### src/common/sbrg_pkg.sv
// Constants shared by the serial baud rate generator design files
package sbrg_pkg;

    // ----------------------------------------------------------------
    // Register map (byte addresses)
    // ----------------------------------------------------------------
    localparam logic [7:0] SBRG_OFS_TXCTL = 8'h00;
    localparam logic [7:0] SBRG_OFS_RXCTL = 8'h04;
    localparam logic [7:0] SBRG_OFS_DIV = 8'h08;
    localparam logic [7:0] SBRG_OFS_STAT = 8'h0c;

    // ----------------------------------------------------------------
    // Transmit control fields
    // ----------------------------------------------------------------
    localparam int SBRG_TX_CLKSRC = 7;
    localparam int SBRG_TX_SYNC = 4;
    localparam int SBRG_TX_HSPEED = 2;
    localparam int SBRG_TX_EMPTY = 1;
    localparam logic [7:0] SBRG_TX_RESET = 8'h02;
    localparam logic [7:0] SBRG_TX_WMASK = 8'hf5;

    // ----------------------------------------------------------------
    // Receive control fields
    // ----------------------------------------------------------------
    localparam int SBRG_RX_ENABLE = 7;
    localparam logic [7:0] SBRG_RX_RESET = 8'h00;
    localparam logic [7:0] SBRG_RX_WMASK = 8'hf8;

    // ----------------------------------------------------------------
    // Divisor, timing and bus transfer type
    // ----------------------------------------------------------------
    localparam logic [7:0] SBRG_DIV_RESET = 8'h00;
    localparam logic [1:0] SBRG_QUARTER_LAST = 2'h3;
    localparam logic [3:0] SBRG_PRE_LOW = 4'hf;
    localparam logic [3:0] SBRG_PRE_HIGH = 4'h3;
    localparam logic [3:0] SBRG_PRE_SYNC = 4'h0;
    localparam logic [1:0] SBRG_CK_HIGH_LAST = 2'h1;
    localparam logic [1:0] SBRG_HTRANS_NONSEQ = 2'h2;

endpackage : sbrg_pkg

### src/design/sbrg_timer.sv
// Free-running reloadable down counter of the baud generator
module sbrg_timer #(
    parameter int WIDTH = 8
) (
    // Clock and reset
    input wire logic clk,
    input wire logic rstn,
    // Control
    input wire logic step,
    input wire logic clear,
    input wire logic [WIDTH-1:0] reload,
    // Result
    output logic tick,
    output logic [WIDTH-1:0] count
);
    logic [WIDTH-1:0] count_q;
    logic [WIDTH-1:0] count_d;
    logic tick_q;
    wire at_zero = (count_q == '0);

    // Period is reload plus one steps
    assign count_d = clear ? '0 :
                     !step ? count_q :
                     at_zero ? reload : count_q - 1'b1;

    always_ff @(posedge clk or negedge rstn) begin
        if (!rstn) begin
            count_q <= '0;
            tick_q <= 1'b0;
        end else begin
            count_q <= count_d;
            tick_q <= step && at_zero && !clear;
        end
    end

    assign tick = tick_q;
    assign count = count_q;
endmodule : sbrg_timer

### src/design/sbrg_top.sv
// Baud rate generator with AHB-Lite register access
//
// Our own choices: the register offsets and the AHB-Lite slave port.
module sbrg_top #(
    parameter int DIV_WIDTH = 8
) (
    // Clock and reset
    input wire logic clk,
    input wire logic rstn,
    // AHB-Lite slave
    input wire logic hsel,
    input wire logic [7:0] haddr,
    input wire logic [1:0] htrans,
    input wire logic hwrite,
    input wire logic [2:0] hsize,
    input wire logic [31:0] hwdata,
    input wire logic hready,
    output logic hreadyout,
    output logic hresp,
    output logic [31:0] hrdata,
    // Status from transmitter and receiver
    input wire logic tx_shift_empty,
    input wire logic [2:0] rx_status,
    // Serial pins
    input wire logic receive_data_pin,
    input wire logic ck_i,
    output logic ck_o,
    output logic ck_oe,
    // Clocks and levels for the shift logic
    output logic baud_tick,
    output logic sample_tick,
    output logic rx_level,
    output logic [7:0] transmit_control_status,
    output logic [7:0] receive_control_status
);
    import sbrg_pkg::*;

    // ----------------------------------------------------------------
    // Bus decode
    // ----------------------------------------------------------------
    logic wr_pend_q;
    logic [7:0] wr_addr_q;
    logic [31:0] hrdata_q;
    logic hreadyout_q;
    logic hresp_q;

    // Size is not decoded: every access is taken as one word
    wire take = hsel && hready && (htrans == SBRG_HTRANS_NONSEQ);
    wire take_rd = take && !hwrite;
    wire take_wr = take && hwrite;

    // Writes land at the end of their data phase
    wire wr_tx = wr_pend_q && (wr_addr_q == SBRG_OFS_TXCTL);
    wire wr_rx = wr_pend_q && (wr_addr_q == SBRG_OFS_RXCTL);
    wire wr_div = wr_pend_q && (wr_addr_q == SBRG_OFS_DIV);

    // ----------------------------------------------------------------
    // Registers
    // ----------------------------------------------------------------
    logic [7:0] txctl_q;
    logic [7:0] txctl_d;
    logic [7:0] rxctl_q;
    logic [7:0] rxctl_d;
    logic [DIV_WIDTH-1:0] div_q;
    logic [DIV_WIDTH-1:0] div_d;

    // Only writable bits take bus data; transmit control bit 3 stays zero
    assign txctl_d = wr_tx ?
        ((hwdata[7:0] & SBRG_TX_WMASK) | (txctl_q & ~SBRG_TX_WMASK)) :
        txctl_q;
    assign rxctl_d = wr_rx ?
        ((hwdata[7:0] & SBRG_RX_WMASK) | (rxctl_q & ~SBRG_RX_WMASK)) :
        rxctl_q;
    // Any value 0 to 255 is accepted as it stands
    assign div_d = wr_div ? hwdata[DIV_WIDTH-1:0] : div_q;

    // ----------------------------------------------------------------
    // Mode selection
    // ----------------------------------------------------------------
    wire port_on = rxctl_q[SBRG_RX_ENABLE];
    wire sync_mode = txctl_q[SBRG_TX_SYNC];
    wire high_speed = txctl_q[SBRG_TX_HSPEED];
    wire clk_master = txctl_q[SBRG_TX_CLKSRC];
    // Clock source only matters when synchronous
    wire sync_slave = sync_mode && !clk_master;
    wire sync_master = sync_mode && clk_master;

    // High speed is looked at only outside synchronous mode
    wire [3:0] pre_last = sync_mode ? SBRG_PRE_SYNC :
                          high_speed ? SBRG_PRE_HIGH :
                          SBRG_PRE_LOW;

    // ----------------------------------------------------------------
    // Quarter-rate step and baud timer
    // ----------------------------------------------------------------
    logic [1:0] quarter_q;
    logic [1:0] quarter_d;
    logic timer_tick;
    logic [DIV_WIDTH-1:0] timer_count;

    // Timer steps once per four clocks, giving the factor four
    // common to every ratio
    assign quarter_d = wr_div ? 2'h0 : quarter_q + 2'h1;
    wire quarter_step = (quarter_q == SBRG_QUARTER_LAST) && !wr_div;

    sbrg_timer #(
        .WIDTH(DIV_WIDTH)
    ) u_timer (
        .clk(clk),
        .rstn(rstn),
        .step(quarter_step),
        .clear(wr_div),
        .reload(div_q),
        .tick(timer_tick),
        .count(timer_count)
    );

    // ----------------------------------------------------------------
    // Prescaler after the timer
    // ----------------------------------------------------------------
    logic [3:0] pre_q;
    logic [3:0] pre_d;
    wire pre_wrap = timer_tick && (pre_q >= pre_last);

    // A timer tick already in flight at a divisor write is dropped
    assign pre_d = wr_div ? 4'h0 :
                   !timer_tick ? pre_q :
                   pre_wrap ? 4'h0 : pre_q + 4'h1;

    // ----------------------------------------------------------------
    // Slave clock from outside
    // ----------------------------------------------------------------
    logic ck_prev_q;
    wire ck_rise = ck_i && !ck_prev_q;

    // Master uses the divider, slave follows the external clock
    wire int_tick = pre_wrap && !wr_div && !sync_slave;
    wire ext_tick = sync_slave && ck_rise;
    wire tick_d = port_on && (int_tick || ext_tick);

    // ----------------------------------------------------------------
    // Synchronous master clock output
    // ----------------------------------------------------------------
    logic [1:0] ck_cnt_q;
    logic [1:0] ck_cnt_d;
    logic ck_o_q;
    logic ck_oe_q;

    // Pin goes high on each bit tick and holds for two clocks;
    // with divisor 0 this is an even duty cycle
    assign ck_cnt_d = (tick_d && sync_master) ? 2'h0 :
                      (ck_cnt_q != SBRG_CK_HIGH_LAST) ? ck_cnt_q + 2'h1 :
                      ck_cnt_q;
    wire ck_o_d = sync_master && port_on &&
                  ((tick_d) || (ck_o_q && ck_cnt_q != SBRG_CK_HIGH_LAST));
    wire ck_oe_d = sync_master && port_on;

    // ----------------------------------------------------------------
    // Receive pin majority detect
    // ----------------------------------------------------------------
    logic vote_level;
    logic sample_q;
    // Sampled on each timer tick, oversampled outside synchronous mode; slave samples on clock edges
    wire sample_d = port_on &&
                    (sync_slave ? ck_rise : (timer_tick && !wr_div));

    sbrg_vote u_vote (
        .clk(clk),
        .rstn(rstn),
        .sample(sample_d),
        .pin(receive_data_pin),
        .level(vote_level)
    );

    // ----------------------------------------------------------------
    // Read data
    // ----------------------------------------------------------------
    // Next values are read so a read right after a write sees it
    wire [7:0] tx_view = {txctl_d[7:2], tx_shift_empty, txctl_d[0]};
    wire [7:0] rx_view = {rxctl_d[7:3], rx_status};
    wire [31:0] stat_view = {16'h0000, timer_count, 4'h0, pre_q[3:2],
                             sync_master, vote_level};
    wire [31:0] rd_mux =
        (haddr == SBRG_OFS_TXCTL) ? {24'h000000, tx_view} :
        (haddr == SBRG_OFS_RXCTL) ? {24'h000000, rx_view} :
        (haddr == SBRG_OFS_DIV) ? {24'h000000, div_d} :
        (haddr == SBRG_OFS_STAT) ? stat_view : 32'h00000000;

    // ----------------------------------------------------------------
    // Output copies of the control registers, bit tick and receive level
    // ----------------------------------------------------------------
    logic [7:0] tx_out_q;
    logic [7:0] rx_out_q;
    logic baud_tick_q;
    logic rx_level_q;

    // ----------------------------------------------------------------
    // Flip-flops
    // ----------------------------------------------------------------
    // Bus answers in the cycle after the address phase and never waits
    always_ff @(posedge clk or negedge rstn) begin
        if (!rstn) begin
            wr_pend_q <= 1'b0;
        end else begin
            wr_pend_q <= take_wr;
        end
    end

    always_ff @(posedge clk or negedge rstn) begin
        if (!rstn) begin
            wr_addr_q <= 8'h00;
        end else begin
            wr_addr_q <= take_wr ? haddr : wr_addr_q;
        end
    end

    // Read data is zero outside its data phase
    always_ff @(posedge clk or negedge rstn) begin
        if (!rstn) begin
            hrdata_q <= 32'h00000000;
        end else begin
            hrdata_q <= take_rd ? rd_mux : 32'h00000000;
        end
    end

    always_ff @(posedge clk or negedge rstn) begin
        if (!rstn) begin
            hreadyout_q <= 1'b0;
        end else begin
            hreadyout_q <= 1'b1;
        end
    end

    always_ff @(posedge clk or negedge rstn) begin
        if (!rstn) begin
            hresp_q <= 1'b0;
        end else begin
            hresp_q <= 1'b0;
        end
    end

    // Control registers hold until software writes them
    always_ff @(posedge clk or negedge rstn) begin
        if (!rstn) begin
            txctl_q <= SBRG_TX_RESET;
        end else begin
            txctl_q <= txctl_d;
        end
    end

    always_ff @(posedge clk or negedge rstn) begin
        if (!rstn) begin
            rxctl_q <= SBRG_RX_RESET;
        end else begin
            rxctl_q <= rxctl_d;
        end
    end

    always_ff @(posedge clk or negedge rstn) begin
        if (!rstn) begin
            div_q <= SBRG_DIV_RESET;
        end else begin
            div_q <= div_d;
        end
    end

    // Divider state, all of it cleared by a divisor write
    always_ff @(posedge clk or negedge rstn) begin
        if (!rstn) begin
            quarter_q <= 2'h0;
        end else begin
            quarter_q <= quarter_d;
        end
    end

    always_ff @(posedge clk or negedge rstn) begin
        if (!rstn) begin
            pre_q <= 4'h0;
        end else begin
            pre_q <= pre_d;
        end
    end

    always_ff @(posedge clk or negedge rstn) begin
        if (!rstn) begin
            ck_prev_q <= 1'b0;
        end else begin
            ck_prev_q <= ck_i;
        end
    end

    // Count parks at its last value, so the pin rests low
    always_ff @(posedge clk or negedge rstn) begin
        if (!rstn) begin
            ck_cnt_q <= SBRG_CK_HIGH_LAST;
        end else begin
            ck_cnt_q <= ck_cnt_d;
        end
    end

    always_ff @(posedge clk or negedge rstn) begin
        if (!rstn) begin
            ck_o_q <= 1'b0;
        end else begin
            ck_o_q <= ck_o_d;
        end
    end

    always_ff @(posedge clk or negedge rstn) begin
        if (!rstn) begin
            ck_oe_q <= 1'b0;
        end else begin
            ck_oe_q <= ck_oe_d;
        end
    end

    always_ff @(posedge clk or negedge rstn) begin
        if (!rstn) begin
            baud_tick_q <= 1'b0;
            sample_q <= 1'b0;
            rx_level_q <= 1'b1;
            tx_out_q <= SBRG_TX_RESET;
            rx_out_q <= SBRG_RX_RESET;
        end else begin
            baud_tick_q <= tick_d;
            sample_q <= sample_d;
            rx_level_q <= vote_level;
            tx_out_q <= {txctl_q[7:2], tx_shift_empty, txctl_q[0]};
            rx_out_q <= rxctl_q;
        end
    end

    // ----------------------------------------------------------------
    // Outputs
    // ----------------------------------------------------------------
    assign hreadyout = hreadyout_q;
    assign hresp = hresp_q;
    assign hrdata = hrdata_q;
    assign ck_o = ck_o_q;
    assign ck_oe = ck_oe_q;
    assign baud_tick = baud_tick_q;
    assign sample_tick = sample_q;
    assign rx_level = rx_level_q;
    assign transmit_control_status = tx_out_q;
    assign receive_control_status = rx_out_q;

endmodule : sbrg_top

### src/design/sbrg_vote.sv
// Three-sample majority detector for the receive data pin
module sbrg_vote (
    // Clock and reset
    input wire logic clk,
    input wire logic rstn,
    // Sampling
    input wire logic sample,
    input wire logic pin,
    // Decided level
    output logic level
);
    logic [2:0] hist_q;
    logic level_q;
    wire [2:0] hist_d = sample ? {hist_q[1:0], pin} : hist_q;
    wire vote = (hist_d[0] & hist_d[1]) | (hist_d[1] & hist_d[2]) |
                (hist_d[0] & hist_d[2]);

    // Idle line is high, so history starts high
    always_ff @(posedge clk or negedge rstn) begin
        if (!rstn) begin
            hist_q <= 3'h7;
            level_q <= 1'b1;
        end else begin
            hist_q <= hist_d;
            level_q <= vote;
        end
    end

    assign level = level_q;
endmodule : sbrg_vote

### config.mk
export PLATFORM = sky130hd
export DESIGN_NAME = sbrg_top
export DESIGN_NICKNAME = d
export VERILOG_FILES = /design/src/common/sbrg_pkg.sv /design/src/design/sbrg_timer.sv /design/src/design/sbrg_top.sv /design/src/design/sbrg_vote.sv
export SDC_FILE = /design/constraint.sdc
export NUM_CORES = 1
export LEC_CHECK = 0
export BUFFER_PORTS_ARGS = -buffer_cell sky130_fd_sc_hd__buf_2
export CAP_MARGIN = 20
export CORE_MARGIN = 1.5
export CORE_UTILIZATION = 45
export DETAILED_ROUTE_END_ITERATION = 8
export PLACE_DENSITY = 0.81
export SLEW_MARGIN = 20
export SYNTH_ARGS = -nofsm -noshare
export SYNTH_HDL_FRONTEND = slang
export SYNTH_SLANG_ARGS = --single-unit
### constraint.sdc
create_clock -name clk -period 3 [get_ports clk]
set_clock_uncertainty 0.15 [all_clocks]
set_input_delay 0.75 -clock clk [delete_from_list [all_inputs] [get_ports clk]]
set_output_delay 0.75 -clock clk [all_outputs]
set_load 0.05 [all_outputs]
# After elaboration in Yosys (flattened, before gate mapping)
# Cells that the tools add are included.
[op_classes]
addsub = 4
order_cmp = 1
eq_ne = 8
mux = 21
bitwise = 7
n_reduce_logical = 37
[ops]
columns = ["cell", "n"]
rows = [
  ["$mux 16", 5],
  ["$mux 8", 6],
  ["$eq 8x4->1 const B", 3],
  ["$logic_and 1x1->1", 24],
  ["$logic_not 8->1", 3],
  ["$mux 4", 5],
  ["$eq 8x3->1 const B", 2],
  ["$or 8x3->8", 1],
  ["$or 8x4->8", 1],
  ["$sub 8x1->8 const B", 1],
  ["$mux 2", 3],
  ["$reduce_bool 2->1", 3],
  ["$logic_not 1->1", 5],
  ["$add 2x1->2 const B", 2],
  ["$add 4x1->4 const B", 1],
  ["$eq 2x2->1 const B", 2],
  ["$ge 4x4->1", 1],
  ["$and 1x1->1", 3],
  ["$mux 3", 1],
  ["$logic_or 1x1->1", 2],
  ["$ne 2x1->1 const B", 1],
  ["$or 1x1->1", 2],
  ["$mux 1", 1],
]
[word_totals]
reg_bits = 93
input_bits = 56
elab_cells = 102

# Logic depth before layout (Yosys ltp)
# Gate-level depths: netlist (run 1).
[logic_depth]
ltp_word = 10
depth_mapped = 7
ltp_nobuf = 7

# By module
# Synthesis (run 1) repeated with hierarchy kept, for this count alone.
[unflattened]
hier_cells = 327
hier_area_um2 = 3791.1
[modules_own_cells]
columns = ["module", "instances", "cells_each", "area_per_inst_um2"]
rows = [
  ["sbrg_top", 1, 258, 3056.7],
  ["sbrg_timer", 1, 60, 569.3],
  ["sbrg_vote", 1, 9, 165.2],
]

# Worst setup path after synthesis (run 1)
# OpenSTA, ideal clock, no wires.
[synth_path]
kind = "register to register"
start = "register wr_addr_q[4]"
end = "register hrdata_q[2] (netlist: hrdata[2])"
setup_ps = 147
arrival_ps = 2111
required_ps = 2703
slack_ps = 593
path_stages_with_launch = 7
path_buffers = 1
period_less_slack_ps = 2407
path_cell_list = "dfrtp_1 or4b_1 buf_6 nor4_4 mux2_4 nor4_1 a2111oi_2"
[synth_between]
elab_cells_between_ends = 10
classes_between = "eq/ne: 1; mux: 6; reduce/logical: 3"
[synth_lines]
columns = ["item", "line", "text"]
rows = [
  ["start, declared", "sbrg_top.sv:42", "logic [7:0] wr_addr_q;"],
  ["start signal, assigned", "sbrg_top.sv:213", "wr_addr_q <= take_wr ? haddr : wr_addr_q;"],
  ["$logic_not 8->1", "sbrg_top.sv:53", "wire wr_tx = wr_pend_q && (wr_addr_q == SBRG_OFS_TXCTL);"],
  ["$logic_and 1x1->1", "sbrg_top.sv:53", ""],
  ["$mux 8", "sbrg_top.sv:68", "assign txctl_d = wr_tx ?"],
  ["via txctl_d[2]", "sbrg_top.sv:61", "logic [7:0] txctl_d;"],
  ["$mux 16", "sbrg_top.sv:184", "(haddr == SBRG_OFS_TXCTL) ? {24'h000000, tx_view} :"],
  ["$mux 16", "sbrg_top.sv:222", "hrdata_q <= take_rd ? rd_mux : 32'h00000000;"],
  ["end signal, assigned", "sbrg_top.sv:222", ""],
  ["end, declared", "sbrg_top.sv:43", "logic [31:0] hrdata_q;"],
]
# The timed path passes the listed nets, and every way through them passes these cells.
# A chain may end at the register's enable or synchronous reset.

# Worst setup path after layout (run 1)
[layout_path]
start = "register wr_addr_q[4]"
end = "register hrdata_q[0] (netlist: hrdata[0])"
[layout_between]
elab_chain_cells = 7
elab_cells_between_ends = 10
classes_between = "eq/ne: 1; mux: 6; reduce/logical: 3"
[layout_lines]
columns = ["item", "line", "text"]
rows = [
  ["$eq 8x4->1", "sbrg_top.sv:55", "wire wr_div = wr_pend_q && (wr_addr_q == SBRG_OFS_DIV);"],
  ["$logic_and 1x1->1", "sbrg_top.sv:55", ""],
  ["$mux 8", "sbrg_top.sv:75", "assign div_d = wr_div ? hwdata[DIV_WIDTH-1:0] : div_q;"],
  ["via div_d[0]", "sbrg_top.sv:65", "logic [DIV_WIDTH-1:0] div_d;"],
  ["$mux 16", "sbrg_top.sv:186", "(haddr == SBRG_OFS_DIV) ? {24'h000000, div_d} :"],
  ["$mux 16", "sbrg_top.sv:185", "(haddr == SBRG_OFS_RXCTL) ? {24'h000000, rx_view} :"],
  ["$mux 16", "sbrg_top.sv:184", ""],
  ["$mux 16", "sbrg_top.sv:222", ""],
]
# The timed path passes the listed nets, and every way through them passes these cells.

==> summary.md, run 1 <==
| Metric | Value |
|---|---|
| Status | completed |
| Hpwl dp | 5640 um |
| FF+latch area | 0.002111 mm2 |
| Hold Path Class | in -> async |
| Placed Cells | 499 |
| Fin. max-slew vios | 0 |
| Initial core utilization | 0.4637 |
| Io pins | 111 |
| Post-CTS Resized | 0 |
| Most common cell after layout, fill and taps aside | dfrtp_1 |
| Synth Cell Area | 0.003810 mm2 |
| Syn Area/Cell | 11.24 um2 |
| Mux cell area share after synthesis | 0.06831 |
| CP max FO | 8 |
| Final hold violations | 0 |
| Max Clock Freq | 358.1 MHz |
| Startpoint types | flip-flop |
| # nets final | 470 |
| R2R setup slack | 0.21 ns |
| Dominant synthesized flop cell | dfrtp_1 |
| Critical Path RT | 3.07 ns |
| First-pass GRT wire length | 12790 um |
| Final ANT Viol Nets | 0 |
| # rows | 33 |
| Crit path time final | 2.793 ns |
| Synth Area in Adders | 0.03251 |
| Max_cap viols | 0 |
| M1 WL | 3304 um |
| CTS Sinks | 84 |
| Clk Latency, worst-skew pair | 0.35 ns |
| Worst-Margin Slew | 0.5891 ns |
| Cell variety after synth | 53 |
| Final setup violation count | 0 |
| Ys async rst share | 1.000 |
| GPL Wtd Cong | 0.8544 |
| Share of layout cells above drive strength 1 | 0.2951 |
| Final Util | 0.5369 |
| Fillcell total | 713 |
| DR pass1 iterations | 4 |
| Core ar. | 0.008217 mm2 |
| Met2 routed WL | 4000 um |
| Routed wl met3 | 391 um |
| RSZ-0062 raised after global routing | no |
| Cells after Synth | 339 |
| Rel. slew slack | 0.6073 |
| Critical setup path kind | reg -> reg |
| Clk root buf | clkbuf_8 |
| Via count | 2655 |
| Vias per Instance | 5.155 |
| Worst slack at placement | 0.2637 ns |
| Gr usage total | 0.1935 |
| Post-synthesis register bit count | 84 |
| Maximum vdd drop | 0.3343 mV |
| GRT overflow | 0 |
| # diodes | 0 |
| Initial antenna violation count | 0 |
| CTS max path bufs | 2 |
| Ys Warns | 0 |
| Sequential fraction of the synthesis area | 0.5540 |
| Worst setup EP type | flip-flop |
| PD cells | 762.3 mW/mm2 |
| Avg WL per Cell | 15.32 um |
| XOR/XNOR share of the synthesized area | 0.002299 |
| Largest net degree at the start of global routing | 50 |
| Post-Synth Simple-Gate Area | 0.1754 |
| Die height | 95.02 um |
| Fin crit share | 0.9310 |
| Multi-input gate area | 0.001495 mm2 |
| Compound-gate portion of the synthesized area | 0.09228 |
| Die Wd | 95.02 um |
| Die area | 0.009028 mm2 |
| Area delta synth->final | 15.80% |
| Data arrival, critical path | 2.86 ns |
| Total power | 3.363 mW |
| Vias in the first global route | 2561 |
| Final WL | 7890 um |
| Setup TNS | 0 ns |
| CTS Buf Count | 9 |
| Drt drc | 0 |
| Fin worst setup slack | 0.2071 ns |
| Largest family of logic cells by synthesized area | simple AND/OR/NAND/NOR gates |
| I/O Buffers | 62 |
| Max H-tree Level | 3 |
| Highest routed metal layer | met4 |
| # Post-CTS Setup Buffers | 0 |
| DR iter-0 viols | 109 |
| Post-CTS Hold Fix Bufs | 0 |
| Most frequent cells in the layout | dfrtp_1 (77), buf_2 (61), nand2_1 (47), conb_1 (22), mux2_2 (15) |
| P_leak | 2.176 nW |
| Post-synth EDFFs | 0 |
| Reg clk slew, reported paths | 0.09 ns |
| CTS tree | yes |
| Final non-filler cell total | 515 |
[registers in the layout, indices dropped and copies added, names as in the netlist]
signal / flops
hrdata: 16
div_q: 8
u_timer.count: 8
wr_addr_q: 8
transmit_control_status: 7
txctl_q: 6
receive_control_status: 5
rxctl_q: 5
pre_q: 4
u_vote.hist_q: 3
ck_cnt_q: 2
quarter_q: 2
baud_tick: 1
ck_o: 1
ck_oe: 1
ck_prev_q: 1
hreadyout: 1
rx_level: 1
sample_tick: 1
u_timer.tick: 1
u_vote.level: 1
wr_pend_q: 1
[cell type report]
cell class                 instances  area share
timing repair buffer              68     0.08395
clock inverter                     5     0.02411
multi-input combinational        227      0.3389
clock buffer                      11     0.03205
sequential                        84      0.4784
inverter                          15     0.01276
tap                              105     0.02978
[power by group]
group          internal [mW]  leakage, nW  switching (mW)
Clock                  0.579        0.120           0.404
Combinational          0.303         1.01           0.566
Sequential              1.36         1.05           0.152
Total                   2.24         2.18            1.12
[worst paths after layout]
path,from,end,cells past startpoint
worst max-delay path,wr_addr_q[4],hrdata[0],5
worst min-delay path,rstn,hrdata[13],1
worst max register to register,wr_addr_q[4],hrdata[0],5
worst min register to register,u_vote.level,rx_level,0
max in group asynchronous,rstn,u_vote.hist_q[0],2
min in group clk,u_vote.level,rx_level,0
[per-layer routing]
layer / global-route usage / up-vias
li1: - / 1258
met3: 0.03987 / 19
met4: 0.1057 / 0
met2: 0.3167 / 86
met1: 0.2396 / 1292
met5: 0 / -
[through the flow]
| step | hold slack, ns | cell area [um2] |
|---|---|---|
| global route | 0.2166 | 4412 |
| global placement | 0.2119 | 4164 |
| CTS | 0.1889 | 4412 |
| finish | 0.1859 | 4412 |
| detailed placement | 0.2096 | 4164 |
| floorplan | 0.2001 | 3885 |
[critical path, cell delays in order, from the launching register on]
cell and delay, ns:
dfrtp_1 0.38, or4b_1 0.75, or3_1 0.61, mux2_2 0.30, nor3_1 0.05, a2111oi_2 0.42
[cell usage after synthesis (all sizes together) (2+ instances only)]
cell     number  area (um2)
or3           4       25.02
dfstp         7       183.9
or2           2       12.51
and2          8       50.05
conb          2       7.510
nor4b         2       32.53
a22oi         2       15.01
mux2i         5       50.05
nand4b        3       26.28
nor2b         5       31.28
ha            9       112.6
nand2b       10       62.56
o211ai        2       15.01
a211oi        2       15.01
nor3          8       45.04
nand3b        2       15.01
and3          2       12.51
nor4          5       61.31
nor3b         3       22.52
o21a          2       15.01
a31oi         2       12.51
mux2         18       210.2
clkbuf        7       26.28
a21oi        12       60.06
a221oi        4       35.03
inv          14       52.55
nor2         14       52.55
o31ai         4       35.03
nand3         5       25.02
o21ai         8       40.04
dfrtp        77        1927
buf          26       196.4
a2111oi       3       38.79
a31o          4       35.03
nand2        47       176.4
[kinds of logic after synthesis]
logic type               after synthesis
XOR/XNOR                               1
other                                  2
AO/OA/AOI/OAI                         49
AND/OR/NAND/NOR                      122
multiplexers                          23
buffers and inverters                 48
adder cells (fa/ha/maj)               10
flip-flops                            84
Power figures use the tool's default switching activity.
==> run 2, diff against run 1 <==
Settings changed: CTS_CLUSTER_DIAMETER set to 100.
Clock period 3 ns to 2.9 ns, I/O delays scaled along.
==> summary.md, run 2 (same netlist as run 1, synthesis figures left out) <==
| Metric | Value |
|---|---|
| Max H-tree Level | 3 (unchanged) |
| CP cell instances | or4b_1 -> or3_1 -> mux2_2 -> nor3_1 -> a2111oi_2 |
| First-pass GRT wire length | 12360 um (-3.3%) |
| CTS Buf Count | 9 (unchanged) |
| Data arrival, critical path | 2.74 ns (-0.12 ns) |
| Met2 routed WL | 3812 um (-4.7%) |
| CP max FO | 7 (-1) |
| Vias in the first global route | 2540 (-0.82%) |
| Critical setup path kind | reg -> reg |
| Clk Latency, worst-skew pair | 0.35 ns (about the same) |
| R2R setup slack | 0.23 ns (+0.02 ns) |
| Worst setup EP type | flip-flop |
| Clk root buf | clkbuf_8 |
| Avg WL per Cell | 14.89 um (-2.8%) |
| Vias per Instance | 5.209 (+1.0%) |
| Critical R2R Capture | hrdata[0] |
| # nets final | 472 (+0.43%) |
| Via count | 2693 (+1.4%) |
| Status | completed |
| GPL Wtd Cong | 0.8375 (-2.0%) |
| Post-CTS Resized | 0 (unchanged) |
| GRT overflow | 0 (unchanged) |
| Area delta synth->final | 14.78% |
| Reg clk slew, reported paths | 0.08 ns (about the same) |
| DR pass1 iterations | 4 (unchanged) |
| Reg2reg path depth | 5 (unchanged) |
| DR iter-0 viols | 140 (+28%) |
| Hpwl dp | 5581 um (-1.1%) |
| Maximum vdd drop | 0.2635 mV (-21%) |
| Max Clock Freq | 374.8 MHz (+4.7%) |
| Most common cell after layout, fill and taps aside | dfrtp_1 |
| Startpoint types | flip-flop |
| Io pins | 111 (unchanged) |
| Final ANT Viol Nets | 0 (unchanged) |
| CTS tree | yes |
| Share of layout cells above drive strength 1 | 0.2961 (+0.0009946) |
| Reg2reg start | wr_addr_q[4] |
| Gr usage total | 0.1832 (-0.01026) |
| Largest net degree at the start of global routing | 50 (unchanged) |
| Number of flip-flops in the largest register | 16 (unchanged) |
| Rel. slew slack | 0.6231 (+0.01577) |
| Die area | 0.009028 mm2 (unchanged) |
| Buf/Inv on CP | 0 (unchanged) |
| Fin crit share | 0.9201 (-0.01087) |
| CTS Sinks | 84 (unchanged) |
| Setup TNS | 0 ns (unchanged) |
| Highest routed metal layer | met4 |
| RSZ-0062 raised after global routing | no |
| # Post-CTS Setup Buffers | 0 (unchanged) |
| Hold Path Class | in -> async |
| Initial core utilization | 0.4637 (unchanged) |
| Critical Path RT | 2.98 ns (-0.09 ns) |
| PD cells | 751.2 mW/mm2 (-1.5%) |
| Final setup violation count | 0 (unchanged) |
| Initial antenna violation count | 0 (unchanged) |
| CTS max path bufs | 2 (unchanged) |
| Post-CTS Hold Fix Bufs | 0 (unchanged) |
| Core ar. | 0.008217 mm2 (unchanged) |
| Worst slack at placement | 0.1975 ns (-0.06624 ns) |
| Worst-Margin Slew | 0.5654 ns (-0.02366 ns) |
| Final WL | 7696 um (-2.5%) |
| M1 WL | 3226 um (-2.4%) |
| Drt drc | 0 (unchanged) |
| P_leak | 2.166 nW (-0.47%) |
| Slowest Stage Delay on Critical Path | 0.73 ns (-0.02 ns) |
| Crit-path leading delay family | simple AND/OR/NAND/NOR gates |
| Most frequent cells in the layout | dfrtp_1 (77), buf_2 (61), nand2_1 (47), conb_1 (22), mux2_2 (15) |
| I/O Buffers | 62 (unchanged) |
| Final hold violations | 0 (unchanged) |
| Slowest cell on crit path | or4b_1 |
| # rows | 33 (unchanged) |
| Fin. max-slew vios | 0 (unchanged) |
| # diodes | 0 (unchanged) |
| Crit path time final | 2.668 ns (-0.1246 ns) |
| Die height | 95.02 um (unchanged) |
| Routed wl met3 | 534 um (+37%) |
| Fin worst setup slack | 0.2318 ns (+0.02463 ns) |
| Die Wd | 95.02 um (unchanged) |
| Max_cap viols | 0 (unchanged) |
## run 2: layout make-up
cell class / instances / area (um2)
clock inverter: 4 / 48.80
tap: 105 / 131.4
clock buffer: 12 / 145.1
multi-input combinational: 227 / 1495
fill: 716 / 3844
sequential: 84 / 2111
inverter: 15 / 56.30
timing repair buffer: 70 / 385.4
## run 2: how the worst max path moves through the flow
stage,start,endpoint,slack [ns],depth (start not counted)
3_5_place_dp,haddr[7],hrdata[10],0.20,6
6_report,wr_addr_q[4],hrdata[0],0.23,5
2_1_floorplan,wr_addr_q[4],hrdata[2],0.49,6
3_3_place_gp,wr_addr_q[4],hrdata[0],0.27,5
5_1_grt,wr_addr_q[4],hrdata[0],0.09,5
4_1_cts,wr_addr_q[4],hrdata[0],0.25,5
## run 2: routing by layer
metal / global-route usage / vias to the layer above
li1: - / 1257
met1: 0.2288 / 1322
met2: 0.3036 / 102
met3: 0.04705 / 12
met4: 0.07338 / 0
met5: 0 / -
## run 2: worst register-to-register path, delay by kind of cell, from the launching register on
family,cells,cell delay [ns]
AND/OR/NAND/NOR,3,1.31
AO/OA/AOI/OAI,1,0.43
flip-flops,1,0.38
multiplexers,1,0.27
## run 2: stage by stage
step	cell area [um2]	total power, mW	std cells	utilization	hold slack (ns)
after floorplan	3885	2.250	359	-	0.2001
after global placement	4179	2.427	501	0.5086	0.2098
after detailed placement	4179	2.479	501	0.5086	0.2153
after CTS	4373	3.313	517	0.5322	0.1750
after global routing	4373	3.466	517	0.5322	0.1912
final	4373	3.285	517	0.5322	0.1700
## run 2: report_power, final
part / internal [mW] / switching, mW
clock: 0.421 / 0.404
combinational: 0.313 / 0.583
sequential: 1.41 / 0.158
total: 2.14 / 1.14
==> run 3, diff against run 2 <==
Settings changed: CORE_MARGIN 1.5 to 2, CORE_UTILIZATION 45 to 52, PLACE_DENSITY 0.81 to 0.9.
==> summary.md, run 3 (same netlist as run 1, synthesis figures left out) <==
| Metric | Value |
|---|---|
| DR pass1 iterations | 4 (unchanged) |
| Max Clock Freq | 370.3 MHz (-1.2%) |
| Die height | 89.60 um (-5.7%) |
| Share of layout cells above drive strength 1 | 0.3010 (+0.004854) |
| Vias in the first global route | 2522 (-0.71%) |
| Reg2reg start | wr_addr_q[4] |
| # Post-CTS Setup Buffers | 0 (unchanged) |
| Post-CTS Resized | 0 (unchanged) |
| Die area | 0.008027 mm2 (-11%) |
| Critical Path Source | wr_addr_q[4] |
| Die Wd | 89.60 um (-5.7%) |
| Io pins | 111 (unchanged) |
| Crit path time final | 2.700 ns (+0.03209 ns) |
| RSZ-0062 raised after global routing | no |
| GPL Wtd Cong | 0.8269 (-1.3%) |
| DR iter-0 viols | 181 (+29%) |
| First-pass GRT wire length | 12080 um (-2.3%) |
| Critical setup path kind | reg -> reg |
| # diodes | 0 (unchanged) |
| Final setup violation count | 0 (unchanged) |
| Setup TNS | 0 ns (unchanged) |
| # rows | 31 (-6.1%) |
| Vias per Instance | 5.280 (+1.4%) |
| Via count | 2698 (+0.19%) |
| Max_cap viols | 0 (unchanged) |
| Critical Path RT | 2.96 ns (-0.02 ns) |
| P_leak | 2.177 nW (+0.51%) |
| Rel. slew slack | 0.6165 (-0.006543) |
| Data arrival, critical path | 2.76 ns (+0.02 ns) |
| Maximum vdd drop | 0.2433 mV (-7.7%) |
| Drt drc | 0 (unchanged) |
| Hpwl dp | 5577 um (about the same) |
| Clk root buf | clkbuf_8 |
| Number of flip-flops in the largest register | 16 (unchanged) |
| Final WL | 7666 um (-0.39%) |
| Max H-tree Level | 3 (unchanged) |
| Avg WL per Cell | 15.00 um (+0.78%) |
| Worst setup EP type | flip-flop |
| Initial core utilization | 0.5310 (+0.06727) |
| I/O Buffers | 62 (unchanged) |
| Initial antenna violation count | 0 (unchanged) |
| Gr usage total | 0.2012 (+0.01802) |
| PD cells | 766.5 mW/mm2 (+2.0%) |
| Hold Path Class | in -> async |
| Most common cell after layout, fill and taps aside | dfrtp_1 |
| Core ar. | 0.007176 mm2 (-13%) |
| Clk Latency, worst-skew pair | 0.35 ns (about the same) |
| # nets final | 472 (unchanged) |
| Final hold violations | 0 (unchanged) |
| Area delta synth->final | 15.37% |
| GRT overflow | 0 (unchanged) |
| Fin crit share | 0.9312 (+0.01107) |
| CTS Sinks | 84 (unchanged) |
| Final Util | 0.6126 (+0.08035) |
| Startpoint types | flip-flop |
| CTS max path bufs | 2 (unchanged) |
| CP max FO | 7 (unchanged) |
| Final ANT Viol Nets | 0 (unchanged) |
| Fin. max-slew vios | 0 (unchanged) |
| Most frequent cells in the layout | dfrtp_1 (77), buf_2 (61), nand2_1 (47), conb_1 (22), mux2_2 (15) |
| CTS Buf Count | 9 (unchanged) |
| Worst-Margin Slew | 0.5718 ns (+0.006375 ns) |
| R2R setup slack | 0.20 ns (-0.03 ns) |
| Status | completed |
| Post-CTS Hold Fix Bufs | 0 (unchanged) |
| Reg clk slew, reported paths | 0.09 ns (about the same) |
| CTS tree | yes |
| Largest net degree at the start of global routing | 46 (-8.0%) |
run 3: changes by cell type in the layout (fill, tap and decap cells not counted):
cell,change
clkbuf_1,-2
bufinv_16,+1
clkinv_4,-1
clkinvlp_4,+1
inv_6,+1
run 3: path summary, 6_finish.rpt:
| path | endpoint | cells past startpoint |
|---|---|---|
| setup / recovery | hrdata[0] | 5 |
| hold reg to reg | rx_level | 0 |
| max in group asynchronous | u_vote.level | 2 |
| hold / removal | div_q[6] | 1 |
| setup reg to reg | hrdata[0] | 5 |
| min in group clk | rx_level | 0 |
run 3: routing by layer:
metal | up-vias | global-route usage | wire [um]
li1 | 1264 | - | -
met1 | 1323 | 0.2506 | 3095
met2 | 97 | 0.3329 | 3916
met3 | 14 | 0.03108 | 492
met4 | 0 | 0.1167 | 162
met5 | - | 0 | 0
run 3: area by class of cell:
class	instances	area (um2)
Fill cell	555	2780
Sequential cell	84	2111
Multi-Input combinational cell	227	1495
Timing Repair Buffer	70	385.4
Clock buffer	10	137.6
Tap cell	99	123.9
Clock inverter	6	86.33
Inverter	15	56.30
run 3: through the flow:
step | setup WS (ns) | instances | hold WS (ns) | total power [mW] | instance area, um2
2_1_floorplan | 0.4929 | 359 | 0.2001 | 2.250 | 3885
3_3_place_gp | 0.2749 | 495 | 0.2072 | 2.416 | 4172
3_5_place_dp | 0.2447 | 495 | 0.2070 | 2.468 | 4172
4_1_cts | 0.2206 | 511 | 0.2186 | 3.383 | 4395
5_1_grt | 0.07856 | 511 | 0.2270 | 3.547 | 4395
6_report | 0.1997 | 511 | 0.2151 | 3.369 | 4395
run 3: power breakdown:
group | total (mW) | leakage (nW) | switching (mW) | internal [mW]
clock | 0.921 | 0.113 | 0.412 | 0.508
sequential | 1.56 | 1.05 | 0.156 | 1.41
combinational | 0.886 | 1.01 | 0.573 | 0.313
run 3: critical path, cell delays in order (launching register included):
cell and delay (ns):
dfrtp_1 0.38, or4b_1 0.72, nor4_4 0.51, mux2_4 0.35, nor4_1 0.36, a2111oi_2 0.09
